==> config.mk <==
export PLATFORM = sky130hd
export DESIGN_NAME = serial_unit
export DESIGN_NICKNAME = d
export VERILOG_FILES = /design/src/serial_unit_pkg.sv /design/src/serial_unit.sv
export VERILOG_INCLUDE_DIRS = /design/src /design/src/src
export SDC_FILE = /design/constraint.sdc
export NUM_CORES = 1
export LEC_CHECK = 0
export ABC_CLOCK_PERIOD_IN_PS = 3600
export BUFFER_PORTS_ARGS = -buffer_cell sky130_fd_sc_hd__buf_2
export CAP_MARGIN = 20
export CELL_PAD_IN_SITES_DETAIL_PLACEMENT = 0
export CELL_PAD_IN_SITES_GLOBAL_PLACEMENT = 1
export CORE_MARGIN = 2
export CORE_UTILIZATION = 40
export DETAILED_ROUTE_END_ITERATION = 8
export PLACE_DENSITY = 0.68
export SLEW_MARGIN = 15
export SYNTH_ARGS = -nofsm -noshare
export SYNTH_HDL_FRONTEND = slang
export SYNTH_SLANG_ARGS = --single-unit
==> constraint.sdc <==
create_clock -name I_REF_CLK -period 3.6 [get_ports I_REF_CLK]
set_input_delay 0.18 -clock I_REF_CLK [delete_from_list [all_inputs] [get_ports I_REF_CLK]]
set_output_delay 0.18 -clock I_REF_CLK [all_outputs]
set_load 0.02 [all_outputs]
==> src/serial_unit_defines.svh <==
`ifndef SERIAL_UNIT_DEFINES_SVH
`define SERIAL_UNIT_DEFINES_SVH
// Notes on behaviour
// - raise rx full, tx empty, tx done and rx fault requests on flag set.
// - tx empty flag comes out of reset at one.
// - tx done flag comes out of reset at one.
// - software can read the receive line level directly.
// - an all-zero break sets framing, maybe parity; reception keeps going.
// - with transmit disabled the pin follows port direction and level.
// - clearing transmit enable resets the transmitter at once.
// - in synchronous mode no transmit start while a receive error stands.
// - clearing receive enable leaves the error flags as they are.
// - receiver runs from a basic clock at sixteen times the bit rate.
// - start bit falling edge found on the basic clock syncs bit timing.
// - each bit is latched on the eighth basic pulse of its period.
// - frames of nine to twelve bit periods are handled.
// - one receive enable gates full and fault; overrun keeps old data.

// ****************
// register offsets
// ****************
`define ADR_CTRL   4'h0
`define ADR_STATUS 4'h1
`define ADR_TXHOLD 4'h2
`define ADR_RXDATA 4'h3
`define ADR_PORT   4'h4
`define ADR_LINE   4'h5
`define ADR_EVT    4'h6
`define ADR_MASK   4'h7
`define ADR_FORMAT 4'h8

// ****************
// field positions
// ****************
`define CTRL_TXE_IE 0
`define CTRL_RX_IE  1
`define CTRL_TXD_IE 2
`define CTRL_TX_EN  3
`define CTRL_RX_EN  4
`define CTRL_SYNC   5
`define CTRL_PAR_EN 6
`define CTRL_PAR_OD 7
`define FMT_TWO_STP 0
`define FMT_DATA7   1
`define ST_TX_EMPTY 0
`define ST_TX_DONE  1
`define ST_RX_FULL  2
`define ST_OVERRUN  3
`define ST_FRAMING  4
`define ST_PARITY   5
`define PORT_DIR    0
`define PORT_LVL    1
`define EVT_RX_FULL 0
`define EVT_TX_EMPT 1
`define EVT_TX_DONE 2
`define EVT_RX_FLT  3

// ****************
// timing
// ****************
`define OVERSAMPLE    16
`define SUB_LAST      4'hf
`define SAMPLE_SUB    4'h7
`define BASIC_DIV_DEF 8'h0d
`define FRAME_MIN     4'h9
`define FRAME_MAX     4'hc
`endif

==> src/serial_unit_pkg.sv <==
package serial_unit_pkg;

    typedef enum logic {TX_IDLE, TX_BUSY} tx_state_t;
    typedef enum logic {RX_IDLE, RX_BUSY} rx_state_t;

    typedef struct packed {
        logic data7;
        logic two_stop;
        logic par_odd;
        logic par_en;
        logic sync;
        logic rx_en;
        logic tx_en;
        logic txd_ie;
        logic rx_ie;
        logic txe_ie;
    } ctrl_t;

    typedef struct packed {
        logic parity;
        logic framing;
        logic overrun;
        logic rx_full;
        logic tx_done;
        logic tx_empty;
    } flags_t;

    typedef struct packed {
        ctrl_t       ctrl;
        flags_t      flags;
        logic [7:0]  tx_holding_register;
        logic [7:0]  rdr;
        logic        port_dir;
        logic        port_lvl;
        logic [7:0]  div;
        tx_state_t   tx_st;
        logic [11:0] tx_sh;
        logic [3:0]  tx_bits;
        logic [3:0]  tx_sub;
        rx_state_t   rx_st;
        logic [11:0] rx_sh;
        logic [3:0]  rx_bits;
        logic [3:0]  rx_sub;
        logic        rx_prev;
        logic        line_lvl;
        logic [3:0]  evt;
        logic [3:0]  mask;
        logic        irq;
        logic [3:0]  req;
        logic [7:0]  rdata;
        logic        txd;
        logic        txd_oe_n;
    } state_t;

endpackage

==> src/serial_unit.sv <==
`timescale 1ns/100ps
`include "serial_unit_defines.svh"

module serial_unit #(
    parameter logic [7:0] BASIC_DIV = `BASIC_DIV_DEF
) (
    input  wire logic       I_REF_CLK,
    input  wire logic       I_SRST,
    input  wire logic [3:0] I_ADDR,
    input  wire logic [7:0] I_WDATA,
    input  wire logic       I_WR,
    input  wire logic       I_RD,
    output logic      [7:0] O_RDATA,
    input  wire logic       I_RXD,
    output logic            O_TXD,
    output logic            O_TXD_OE_N,
    output logic            O_IRQ,
    output logic            O_RX_FULL_REQ,
    output logic            O_TX_EMPTY_REQ,
    output logic            O_TX_DONE_REQ,
    output logic            O_RX_FAULT_REQ
);

    serial_unit_pkg::state_t s;
    serial_unit_pkg::state_t n;
    logic                    tick;
    logic                    rx_done;
    logic                    rx_stop;
    logic                    err;
    logic [11:0]             fr;
    logic [7:0]              rx_data;
    logic [3:0]              set_evt;

    // ****************
    // frame helpers
    // ****************
    function automatic logic [3:0] data_len(input serial_unit_pkg::ctrl_t c);
        data_len = c.data7 ? 4'h7 : 4'h8;
    endfunction

    function automatic logic [3:0] frame_len(input serial_unit_pkg::ctrl_t c);
        frame_len = 4'h1 + data_len(c) + {3'h0, c.par_en} + (c.two_stop ? 4'h2 : 4'h1);
    endfunction

    function automatic logic par_of(input logic [7:0] d, input serial_unit_pkg::ctrl_t c);
        par_of = (^(c.data7 ? {1'b0, d[6:0]} : d)) ^ c.par_odd;
    endfunction

    function automatic logic [11:0] build(input logic [7:0] d,
                                          input serial_unit_pkg::ctrl_t c);
        logic [11:0] f;
        logic [3:0]  dl;
        f  = 12'hfff;
        dl = data_len(c);
        f[0] = 1'b0;
        for (int i = 0; i < 8; i++) begin
            if (4'(i) < dl) begin
                f[i + 1] = d[i];
            end
        end
        if (c.par_en) begin
            f[4'h1 + dl] = par_of(d, c);
        end
        build = f;
    endfunction

    assign O_RDATA        = s.rdata;
    assign O_TXD          = s.txd;
    assign O_TXD_OE_N     = s.txd_oe_n;
    assign O_IRQ          = s.irq;
    assign O_RX_FULL_REQ  = s.req[`EVT_RX_FULL];
    assign O_TX_EMPTY_REQ = s.req[`EVT_TX_EMPT];
    assign O_TX_DONE_REQ  = s.req[`EVT_TX_DONE];
    assign O_RX_FAULT_REQ = s.req[`EVT_RX_FLT];

    always_comb begin
        n       = s;
        rx_done = 1'b0;
        fr      = s.rx_sh;
        rx_data = 8'h00;
        err     = s.flags.overrun | s.flags.framing | s.flags.parity;
        // basic clock divider, one tick per sixteenth of a bit
        tick    = (s.div == BASIC_DIV - 8'h01);
        n.div   = tick ? 8'h00 : s.div + 8'h01;

        // ****************
        // register writes
        // ****************
        if (I_WR) begin
            case (I_ADDR)
                `ADR_CTRL: begin
                    n.ctrl.txe_ie  = I_WDATA[`CTRL_TXE_IE];
                    n.ctrl.rx_ie   = I_WDATA[`CTRL_RX_IE];
                    n.ctrl.txd_ie  = I_WDATA[`CTRL_TXD_IE];
                    n.ctrl.tx_en   = I_WDATA[`CTRL_TX_EN];
                    n.ctrl.rx_en   = I_WDATA[`CTRL_RX_EN];
                    n.ctrl.sync    = I_WDATA[`CTRL_SYNC];
                    n.ctrl.par_en  = I_WDATA[`CTRL_PAR_EN];
                    n.ctrl.par_odd = I_WDATA[`CTRL_PAR_OD];
                end
                `ADR_FORMAT: begin
                    n.ctrl.two_stop = I_WDATA[`FMT_TWO_STP];
                    n.ctrl.data7    = I_WDATA[`FMT_DATA7];
                end
                // error flags clear only here, never by receive enable
                `ADR_STATUS: begin
                    n.flags.tx_done = s.flags.tx_done & ~I_WDATA[`ST_TX_DONE];
                    n.flags.rx_full = s.flags.rx_full & ~I_WDATA[`ST_RX_FULL];
                    n.flags.overrun = s.flags.overrun & ~I_WDATA[`ST_OVERRUN];
                    n.flags.framing = s.flags.framing & ~I_WDATA[`ST_FRAMING];
                    n.flags.parity  = s.flags.parity & ~I_WDATA[`ST_PARITY];
                end
                `ADR_TXHOLD: begin
                    n.tx_holding_register            = I_WDATA;
                    n.flags.tx_empty = 1'b0;
                    n.flags.tx_done  = 1'b0;
                end
                `ADR_PORT: begin
                    n.port_dir = I_WDATA[`PORT_DIR];
                    n.port_lvl = I_WDATA[`PORT_LVL];
                end
                `ADR_EVT:  n.evt  = s.evt & ~I_WDATA[3:0];
                `ADR_MASK: n.mask = I_WDATA[3:0];
                default: ;
            endcase
        end
        if (I_RD && I_ADDR == `ADR_RXDATA) begin
            n.flags.rx_full = 1'b0;
        end

        // ****************
        // transmitter
        // ****************
        // losing transmit enable drops any frame in flight
        if (!s.ctrl.tx_en) begin
            n.tx_st   = serial_unit_pkg::TX_IDLE;
            n.tx_bits = 4'h0;
            n.tx_sub  = 4'h0;
        end else begin
            case (s.tx_st)
                serial_unit_pkg::TX_IDLE: begin
                    // a standing receive error blocks a synchronous start
                    if (!s.flags.tx_empty && !(s.ctrl.sync && err)) begin
                        n.tx_sh          = build(s.tx_holding_register, s.ctrl);
                        n.tx_st          = serial_unit_pkg::TX_BUSY;
                        n.tx_bits        = 4'h0;
                        n.tx_sub         = 4'h0;
                        n.flags.tx_empty = 1'b1;
                    end
                end
                serial_unit_pkg::TX_BUSY: begin
                    if (tick) begin
                        n.tx_sub = s.tx_sub + 4'h1;
                        if (s.tx_sub == `SUB_LAST) begin
                            if (s.tx_bits == frame_len(s.ctrl) - 4'h1) begin
                                n.tx_st = serial_unit_pkg::TX_IDLE;
                                // done only when nothing waits to follow
                                if (n.flags.tx_empty) begin
                                    n.flags.tx_done = 1'b1;
                                end
                            end else begin
                                n.tx_bits = s.tx_bits + 4'h1;
                            end
                        end
                    end
                end
                default: n.tx_st = serial_unit_pkg::TX_IDLE;
            endcase
        end

        // ****************
        // receiver
        // ****************
        // raw line level kept for software to read
        n.line_lvl = I_RXD;
        if (tick) begin
            n.rx_prev = I_RXD;
        end
        if (!s.ctrl.rx_en) begin
            n.rx_st = serial_unit_pkg::RX_IDLE;
        end else begin
            case (s.rx_st)
                serial_unit_pkg::RX_IDLE: begin
                    // start edge seen on the basic clock restarts timing
                    if (tick && s.rx_prev && !I_RXD) begin
                        n.rx_st   = serial_unit_pkg::RX_BUSY;
                        n.rx_sub  = 4'h0;
                        n.rx_bits = 4'h0;
                    end
                end
                serial_unit_pkg::RX_BUSY: begin
                    if (tick) begin
                        n.rx_sub = s.rx_sub + 4'h1;
                        // latch on the eighth pulse, mid bit
                        if (s.rx_sub == `SAMPLE_SUB) begin
                            n.rx_sh[s.rx_bits] = I_RXD;
                            if (s.rx_bits == 4'h0 && I_RXD) begin
                                n.rx_st = serial_unit_pkg::RX_IDLE;
                            // length follows data, parity and stop settings
                            end else if (s.rx_bits == frame_len(s.ctrl) - 4'h1) begin
                                rx_done = 1'b1;
                                n.rx_st = serial_unit_pkg::RX_IDLE;
                            end else begin
                                n.rx_bits = s.rx_bits + 4'h1;
                            end
                        end
                    end
                end
                default: n.rx_st = serial_unit_pkg::RX_IDLE;
            endcase
        end
        fr = n.rx_sh;
        for (int i = 0; i < 8; i++) begin
            if (4'(i) < data_len(s.ctrl)) begin
                rx_data[i] = fr[i + 1];
            end
        end
        rx_stop = fr[4'h1 + data_len(s.ctrl) + {3'h0, s.ctrl.par_en}];
        if (rx_done) begin
            // overrun leaves the held byte and its full flag alone
            if (n.flags.rx_full) begin
                n.flags.overrun = 1'b1;
            end else begin
                n.rdr           = rx_data;
                n.flags.rx_full = 1'b1;
            end
            // a break fails the stop bit, so framing sets again
            if (!rx_stop) begin
                n.flags.framing = 1'b1;
            end
            if (s.ctrl.par_en && fr[4'h1 + data_len(s.ctrl)] != par_of(rx_data, s.ctrl)) begin
                n.flags.parity = 1'b1;
            end
        end

        // ****************
        // pin, events, requests
        // ****************
        // port registers own the pin while transmit is off
        n.txd      = n.ctrl.tx_en ? (n.tx_st == serial_unit_pkg::TX_BUSY ?
                                     n.tx_sh[n.tx_bits] : 1'b1) : n.port_lvl;
        n.txd_oe_n = n.ctrl.tx_en ? 1'b0 : ~n.port_dir;
        // rising flags are events; sets override a same-cycle clear
        set_evt[`EVT_RX_FULL] = n.flags.rx_full & ~s.flags.rx_full;
        set_evt[`EVT_TX_EMPT] = n.flags.tx_empty & ~s.flags.tx_empty;
        set_evt[`EVT_TX_DONE] = n.flags.tx_done & ~s.flags.tx_done;
        set_evt[`EVT_RX_FLT]  = (n.flags.overrun & ~s.flags.overrun)
                              | (n.flags.framing & ~s.flags.framing)
                              | (n.flags.parity & ~s.flags.parity);
        n.evt = n.evt | set_evt;
        n.irq = |(n.evt & n.mask);
        // request is flag and enable, as a level
        // transmit requests use their own enables
        n.req[`EVT_RX_FULL] = n.flags.rx_full & n.ctrl.rx_ie;
        n.req[`EVT_TX_EMPT] = n.flags.tx_empty & n.ctrl.txe_ie;
        n.req[`EVT_TX_DONE] = n.flags.tx_done & n.ctrl.txd_ie;
        n.req[`EVT_RX_FLT]  = (n.flags.overrun | n.flags.framing | n.flags.parity)
                            & n.ctrl.rx_ie;

        n.rdata = 8'h00;
        if (I_RD) begin
            case (I_ADDR)
                `ADR_CTRL:   n.rdata = {s.ctrl.par_odd, s.ctrl.par_en, s.ctrl.sync,
                                        s.ctrl.rx_en, s.ctrl.tx_en, s.ctrl.txd_ie,
                                        s.ctrl.rx_ie, s.ctrl.txe_ie};
                `ADR_FORMAT: n.rdata = {6'h00, s.ctrl.data7, s.ctrl.two_stop};
                `ADR_STATUS: n.rdata = {2'h0, s.flags};
                `ADR_TXHOLD: n.rdata = s.tx_holding_register;
                `ADR_RXDATA: n.rdata = s.rdr;
                `ADR_PORT:   n.rdata = {6'h00, s.port_lvl, s.port_dir};
                `ADR_LINE:   n.rdata = {7'h00, s.line_lvl};
                `ADR_EVT:    n.rdata = {4'h0, s.evt};
                `ADR_MASK:   n.rdata = {4'h0, s.mask};
                default:     n.rdata = 8'h00;
            endcase
        end

        if (I_SRST) begin
            n                = '0;
            n.flags.tx_empty = 1'b1;
            n.flags.tx_done  = 1'b1;
            n.rx_prev        = 1'b1;
            n.line_lvl       = 1'b1;
            n.txd_oe_n       = 1'b1;
        end
    end

    always_ff @(posedge I_REF_CLK) begin
        s <= n;
    end
endmodule

==> impl_metrics.tcl, run 1 <==
set metrics [dict create \
    dp_cells 860 \
    hold_viol 0 \
    drt_iter0_drc 370 \
    ant_nets 0 \
    clockRootBuffer "clkbuf_16" \
    start_util_pct 41.04 \
    yosys.cell_types.count 70 \
    crit_family "compound AO/OA/AOI/OAI gates" \
    hp-class "primary input to flop" \
    internal_power_mw 1.752 \
    synth_edf_count 0 \
    crit_path_top_delay_cell "o21ai_0" \
    grt_max_degree 51 \
    nNetsFinal 723 \
    cp_max_fo 4 \
    drt-pass1-iter-count 5 \
    io_pins 32 \
    async_flop_share_pct 0 \
    detail_route.wl_per_cell_um 18.14 \
    antenna_found_initial 0 \
    setup_viol 0 \
    cts_hold_buf 0 \
    ir_drop_mv 0.3139 \
    synth_cells 680 \
    layout.cells.non_filler 876 \
    vias 4936 \
    yosysWarnings 0 \
    seqPwrFrac_pct 51.4 \
    cp_data_required_time_ns 3.90 \
    finalWirelength_um 15890 \
    core_sq_um 13880 \
    crit_chain "inv_1 -> ha_2 -> inv_1 -> ha_1 -> inv_1 -> ha_1 -> inv_1 -> ha_1 -> xor2_1 -> nand4_1 -> and3_1 -> o21ai_0 -> o221a_2 -> o2111ai_1 -> o311a_1 -> a21oi_1" \
    dp_hpwl_um 11730 \
    drive_gt1_share_pct 12.50 \
    synth_xor_area_share_pct 4.854 \
    slew_violations 0 \
    syn_to_final_growth_pct 10.06 \
    synth_top_family_by_area "simple AND/OR/NAND/NOR gates" \
    fin_util_pct 45.17 \
    synth_most_common_cell "dfxtp_1" \
    setup_tns_ns 0 \
    powerDensity_nw_per_um2 375.9 \
    syn_area_per_cell_sq_um 8.378 \
    die_y_um 123.3 \
    worstMarginPinSlew_ns 0.9869 \
    synth_nets 712 \
    die_area_sq_um 15210 \
    ys_seq_area_share_pct 37.95 \
    path_buf_inv 4 \
    cts_made_buffers 9 \
    first_global_vias 4571 \
    end_kind "flop" \
    crit_top_cell "inv_1" \
    relSlewSlack_pct 34.21 \
    grt_pass1_wl_um 25190 \
    dp_slack_ns 0.2378 \
    grtUsageTotal_pct 21.65 \
    start_kind "flop" \
    syn_area_sq_um 5697 \
    yosys.area_share.simple_pct 26.64 \
    synth_largest_area_cell "dfxtp_1" \
    whs_ns 0.09769 \
    placed_area_sq_um 5953 \
    synth_flop_cell "dfxtp_1" \
    switching_share_pct 25.65 \
    max-clock-path-buffers 2 \
    slowest_delay_ns 0.46 \
    numPortBuffers 31 \
    total_leakage_power_nw 2.333 \
    clkLatencyLatePin_ns 0.36 \
    finalPower_mw 2.357 \
    htreeDepth 3 \
    rsz0062_at_grt "false" \
    place_congestion 0.8749 \
    ys_ff_latch 108 \
    cp-startpoint "s[108]" \
    pwr-share-clk_pct 43.3 \
    min_period_ns 3.327 \
    yosys-top-cells-area "dfxtp_1, mux2i_1, nor2_1" \
    clk_pin_slew_ns 0.08 \
    crit_arrival_ns 3.62 \
    grt_remaining_overflow 0 \
    fin_area_sq_um 6270 \
    die_w_um 123.3 \
    rows 43 \
    timing.fmax_ghz 0.3005 \
    combPwrFrac_pct 5.2 \
    cts_sinks 108 \
    cts_tree "yes" \
    antenna_cells 0 \
    worst_clock_skew_ns 0.01448 \
    netSwitchingPower_mw 0.6044 \
    netlist.area_leader.share_pct 37.95 \
    timing.rr.start "s[108]" \
    synthAdderAreaFrac_pct 3.426 \
    min_period_over_period_pct 92.43 \
    drv_cap 0 \
    status "finished clean" \
    synth_compound_area_share_pct 13.09 \
    synth_common_cells "dfxtp_1, nor2_1, nand2_1" \
    setup_slack_ns 0.2725 \
    cts_setup_buffers 0 \
    synth.area.mux_share_pct 9.159 \
    post-route-drc-count 0 \
    hp-start "I_WDATA[7]" \
    path_class "flop to flop" \
    viasPerCell 5.635 \
]
-- power by group through the flow --
stage	logic (mW)	registers, mW	clock network [mW]
final	0.123	1.21	1.02
after detailed placement	0.122	1.24	0
after global routing	0.135	1.21	1.09
after global placement	0.121	1.24	0
after floorplan	0.0802	1.24	0
after CTS	0.123	1.21	1.05
-- cell families (layout without fill, tap and decap cells) --
group           count (synthesis)  in the layout
buf+inv                        61             77
compound gates                116            116
fa+ha+maj                      15             15
xor+xnor                       30             30
mux                            45             45
flops                         108            108
simple gates                  305            305
-- state kept, by name, indices dropped and copies added, names as in the netlist --
| signal | count |
|---|---|
| O_TX_DONE_REQ | 1 |
| O_IRQ | 1 |
| O_TXD | 1 |
| O_RX_FULL_REQ | 1 |
| O_TX_EMPTY_REQ | 1 |
| s | 93 |
| O_RDATA | 8 |
| O_TXD_OE_N | 1 |
| O_RX_FAULT_REQ | 1 |
-- timing repair --
item                                    CTS  global route
gates resized for setup                   0             4
endpoints found under the setup margin    0             6
endpoints found under the hold margin     0             0
-- tightest hold or removal path: stages --
cell and delay [ns]:
buf_2 0.12, nand3_1 0.06, a21oi_1 0.05
-- layout make-up --
cell class / count / area [sq um]
Fill cell: 1387 / 7611
Inverter: 19 / 71.32
Clock buffer: 10 / 239.0
Clock inverter: 6 / 62.56
Tap cell: 180 / 225.2
Timing Repair Buffer: 42 / 237.7
Multi-Input combinational cell: 511 / 3272
Sequential cell: 108 / 2162
-- metal layers --
metal  track usage [%]  vias up  wire length, um
li1                  -     2420                -
met1             28.86     2393             7480
met2             35.54      102             7477
met3             3.828       21              632
met4             6.818        0              300
met5                 0        -                0
-- cell usage in the layout, fill, tap and decap left out, types with 6 or more instances in the layout --
master / count
nand3b_1: 7
nand2_1: 70
nand3_1: 38
buf_2: 31
a211oi_1: 9
nor3_1: 19
or3_1: 9
buf_4: 11
mux2_2: 7
a21oi_1: 46
dfxtp_1: 108
inv_1: 19
xnor2_1: 13
o21ai_0: 16
o22ai_1: 6
clkbuf_16: 9
xor2_1: 16
nor2b_1: 12
mux2i_1: 33
nor2_1: 87
ha_1: 13
and2_1: 10
and3_1: 8
nand4_1: 11
-- final timing paths --
check	end	cells past startpoint	slack [ns]
setup / recovery	O_TXD	16	0.27
hold / removal	s[106]	3	0.1
setup reg to reg	O_TXD	16	0.27
hold reg to reg	s[59]	2	0.47
Note: power is estimated with default switching activity, not from simulation.
==> inputs of run 2 (changes only) <==
--- a/config.mk
+++ b/config.mk
@@ -14,4 +14,5 @@
 export CORE_MARGIN = 2
 export CORE_UTILIZATION = 40
+export CTS_CLUSTER_SIZE = 40
 export DETAILED_ROUTE_END_ITERATION = 8
 export PLACE_DENSITY = 0.68
==> constraint.sdc (replaced) <==
create_clock -name I_REF_CLK -period 3.6 [get_ports I_REF_CLK]
set_input_delay 0.72 -clock I_REF_CLK [delete_from_list [all_inputs] [get_ports I_REF_CLK]]
set_output_delay 0.72 -clock I_REF_CLK [all_outputs]
set_load 0.02 [all_outputs]
==> run 2 against run 1 <==
- register-to-register slack about the same
- clock power about the same
- core utilization increased by 0.15 points
- flip-flop and latch count unchanged
- largest cell class unchanged
- critical path depth increased by 1
- worst hold slack improved by 0.37 ns
- critical endpoint is now O_IRQ
- first-iteration DRC count decreased by 17%
==> impl_metrics.tcl, run 2 (synthesis results as in run 1) <==
set metrics [dict create \
    hold_path_depth 2 \
    clkLatencyLatePin_ns 0.36 \
    io_pins 32 \
    grt_remaining_overflow 0 \
    crit_chain "inv_1 -> ha_2 -> inv_1 -> ha_1 -> inv_1 -> ha_1 -> inv_1 -> ha_1 -> xor2_1 -> nand4_1 -> buf_4 -> nor4_1 -> a21oi_1 -> or3_1 -> o21ai_1 -> nor3b_1 -> a21oi_1" \
    antenna_cells 0 \
    post-route-drc-count 0 \
    worstMarginPinSlew_ns 0.8489 \
    min_period_ns 3.320 \
    min_to "s[57]" \
    dp_cells 863 \
    hp-start "s[57]" \
    viasPerCell 5.603 \
    max-clock-path-buffers 2 \
    min_period_over_period_pct 92.21 \
    grtUsageTotal_pct 22.16 \
    status "finished clean" \
    grt_use_met1_pct 29.97 \
    use_met3_pct 2.998 \
    rows 43 \
    worst_clock_skew_ns 0.009839 \
    fin_area_sq_um 6291 \
    htreeDepth 3 \
    grt_pass1_wl_um 25650 \
    hold_viol 0 \
    cts_setup_buffers 0 \
    drive_gt1_share_pct 12.73 \
    drt-pass1-iter-count 4 \
    ff2ff_path_depth 17 \
    top_usage_layer "met2" \
    total_leakage_power_nw 2.346 \
    die_y_um 123.3 \
    timing.rr.start "s[108]" \
    largest_register_ffs 93 \
    drv_cap 0 \
    clk_pin_slew_ns 0.08 \
    slew_violations 0 \
    path_buf_inv 5 \
    cp_max_fo 4 \
    r2r_slack_ns 0.28 \
    start_util_pct 41.04 \
    first_global_vias 4651 \
    core_sq_um 13880 \
    crit_arrival_ns 3.62 \
    nNetsFinal 726 \
    cts_tree "yes" \
    relSlewSlack_pct 43.41 \
    hp-class "flop to flop" \
    die_area_sq_um 15210 \
    cts_made_buffers 9 \
    finalWirelength_um 15920 \
    dp_hpwl_um 11830 \
    antenna_found_initial 0 \
    drt_iter0_drc 307 \
    reg2reg_to "O_IRQ" \
    detail_route.wl_per_cell_um 18.11 \
    cts_sinks 108 \
    crit_top_cell "inv_1" \
    powerDensity_nw_per_um2 379.0 \
    slowest_delay_ns 0.36 \
    regMostFlops "s" \
    syn_to_final_growth_pct 10.43 \
    path_class "flop to flop" \
    ant_nets 0 \
    timing.fmax_ghz 0.3012 \
    vias 4925 \
    grt_max_degree 47 \
    numPortBuffers 31 \
    end_kind "flop" \
    crit_family "simple AND/OR/NAND/NOR gates" \
    fin_util_pct 45.32 \
    setup_viol 0 \
    cp_data_required_time_ns 3.90 \
    ir_drop_mv 0.2138 \
    layout_common_cells "dfxtp_1, nor2_1, nand2_1, a21oi_1, nand3_1" \
    crit_path_top_delay_cell "or3_1" \
    die_w_um 123.3 \
    layout_commonest_cell "dfxtp_1" \
    layout.cells.non_filler 879 \
    clockRootBuffer "clkbuf_16" \
    place_congestion 0.8944 \
    placed_area_sq_um 5976 \
    grtUsageMet2_pct 35.30 \
    start_kind "flop" \
]
[run 2: changes by cell type in the layout (fill, tap and decap cells not counted), sizes merged]
cell / previous run / this run
clkinvlp: 0 / 1
inv: 23 / 22
buf: 42 / 45
clkbuf: 10 / 9
bufinv: 0 / 1
[run 2: power breakdown]
group	leakage [nW]	switching [mW]	internal, mW
logic	1.33	0.0820	0.0429
registers	0.871	0.0102	1.20
clock network	0.147	0.497	0.550
[run 2: per-stage QoR]
step	hold WS (ns)	setup slack, ns	TNS, ns	power [mW]
global route	0.4796	-0.005846	-0.005846	2.463
floorplan	0.4309	0.3159	0	1.318
detailed placement	0.4540	0.2448	0	1.366
CTS	0.4694	0.2073	0	2.404
finish	0.4656	0.2804	0	2.384
global placement	0.4529	0.3487	0	1.364
[run 2: final cells by class]
cell class,instances,area (sq um)
Timing Repair Buffer,45,260.3
Multi-Input combinational cell,511,3266
Fill cell,1420,7590
Tap cell,180,225.2
Inverter,19,71.32
Sequential cell,108,2162
Clock buffer,9,225.2
Clock inverter,7,81.33
[run 2: repair_timing]
action                     in CTS  in global routing
gates resized for setup         0                  4
setup endpoints to repair       0                  4
hold buffers                    0                  0
[run 2: routing by layer]
layer	routed length [um]	up-vias
met4	434	0
met1	7466	2359
met3	689	27
met2	7332	111
met5	0	-
li1	-	2428
[run 2: how the worst max path moves through the flow]
stage            from    end  slack [ns]  cells past startpoint
6_report       s[108]  O_IRQ        0.28                     17
5_1_grt        s[108]  O_TXD      -0.006                     16
4_1_cts        s[108]  O_IRQ        0.21                     16
3_5_place_dp   s[108]  O_IRQ        0.24                     16
3_3_place_gp   s[108]  O_TXD        0.35                     16
2_1_floorplan  s[108]  O_TXD        0.32                     16
[run 2: worst register-to-register path, stage by stage (launching register included)]
cell	delay (ns)
dfxtp_1	0.32
inv_1	0.13
ha_2	0.23
inv_1	0.06
ha_1	0.27
inv_1	0.06
ha_1	0.13
inv_1	0.04
ha_1	0.30
xor2_1	0.16
nand4_1	0.19
buf_4	0.21
nor4_1	0.35
a21oi_1	0.12
or3_1	0.36
o21ai_1	0.12
nor3b_1	0.08
a21oi_1	0.14
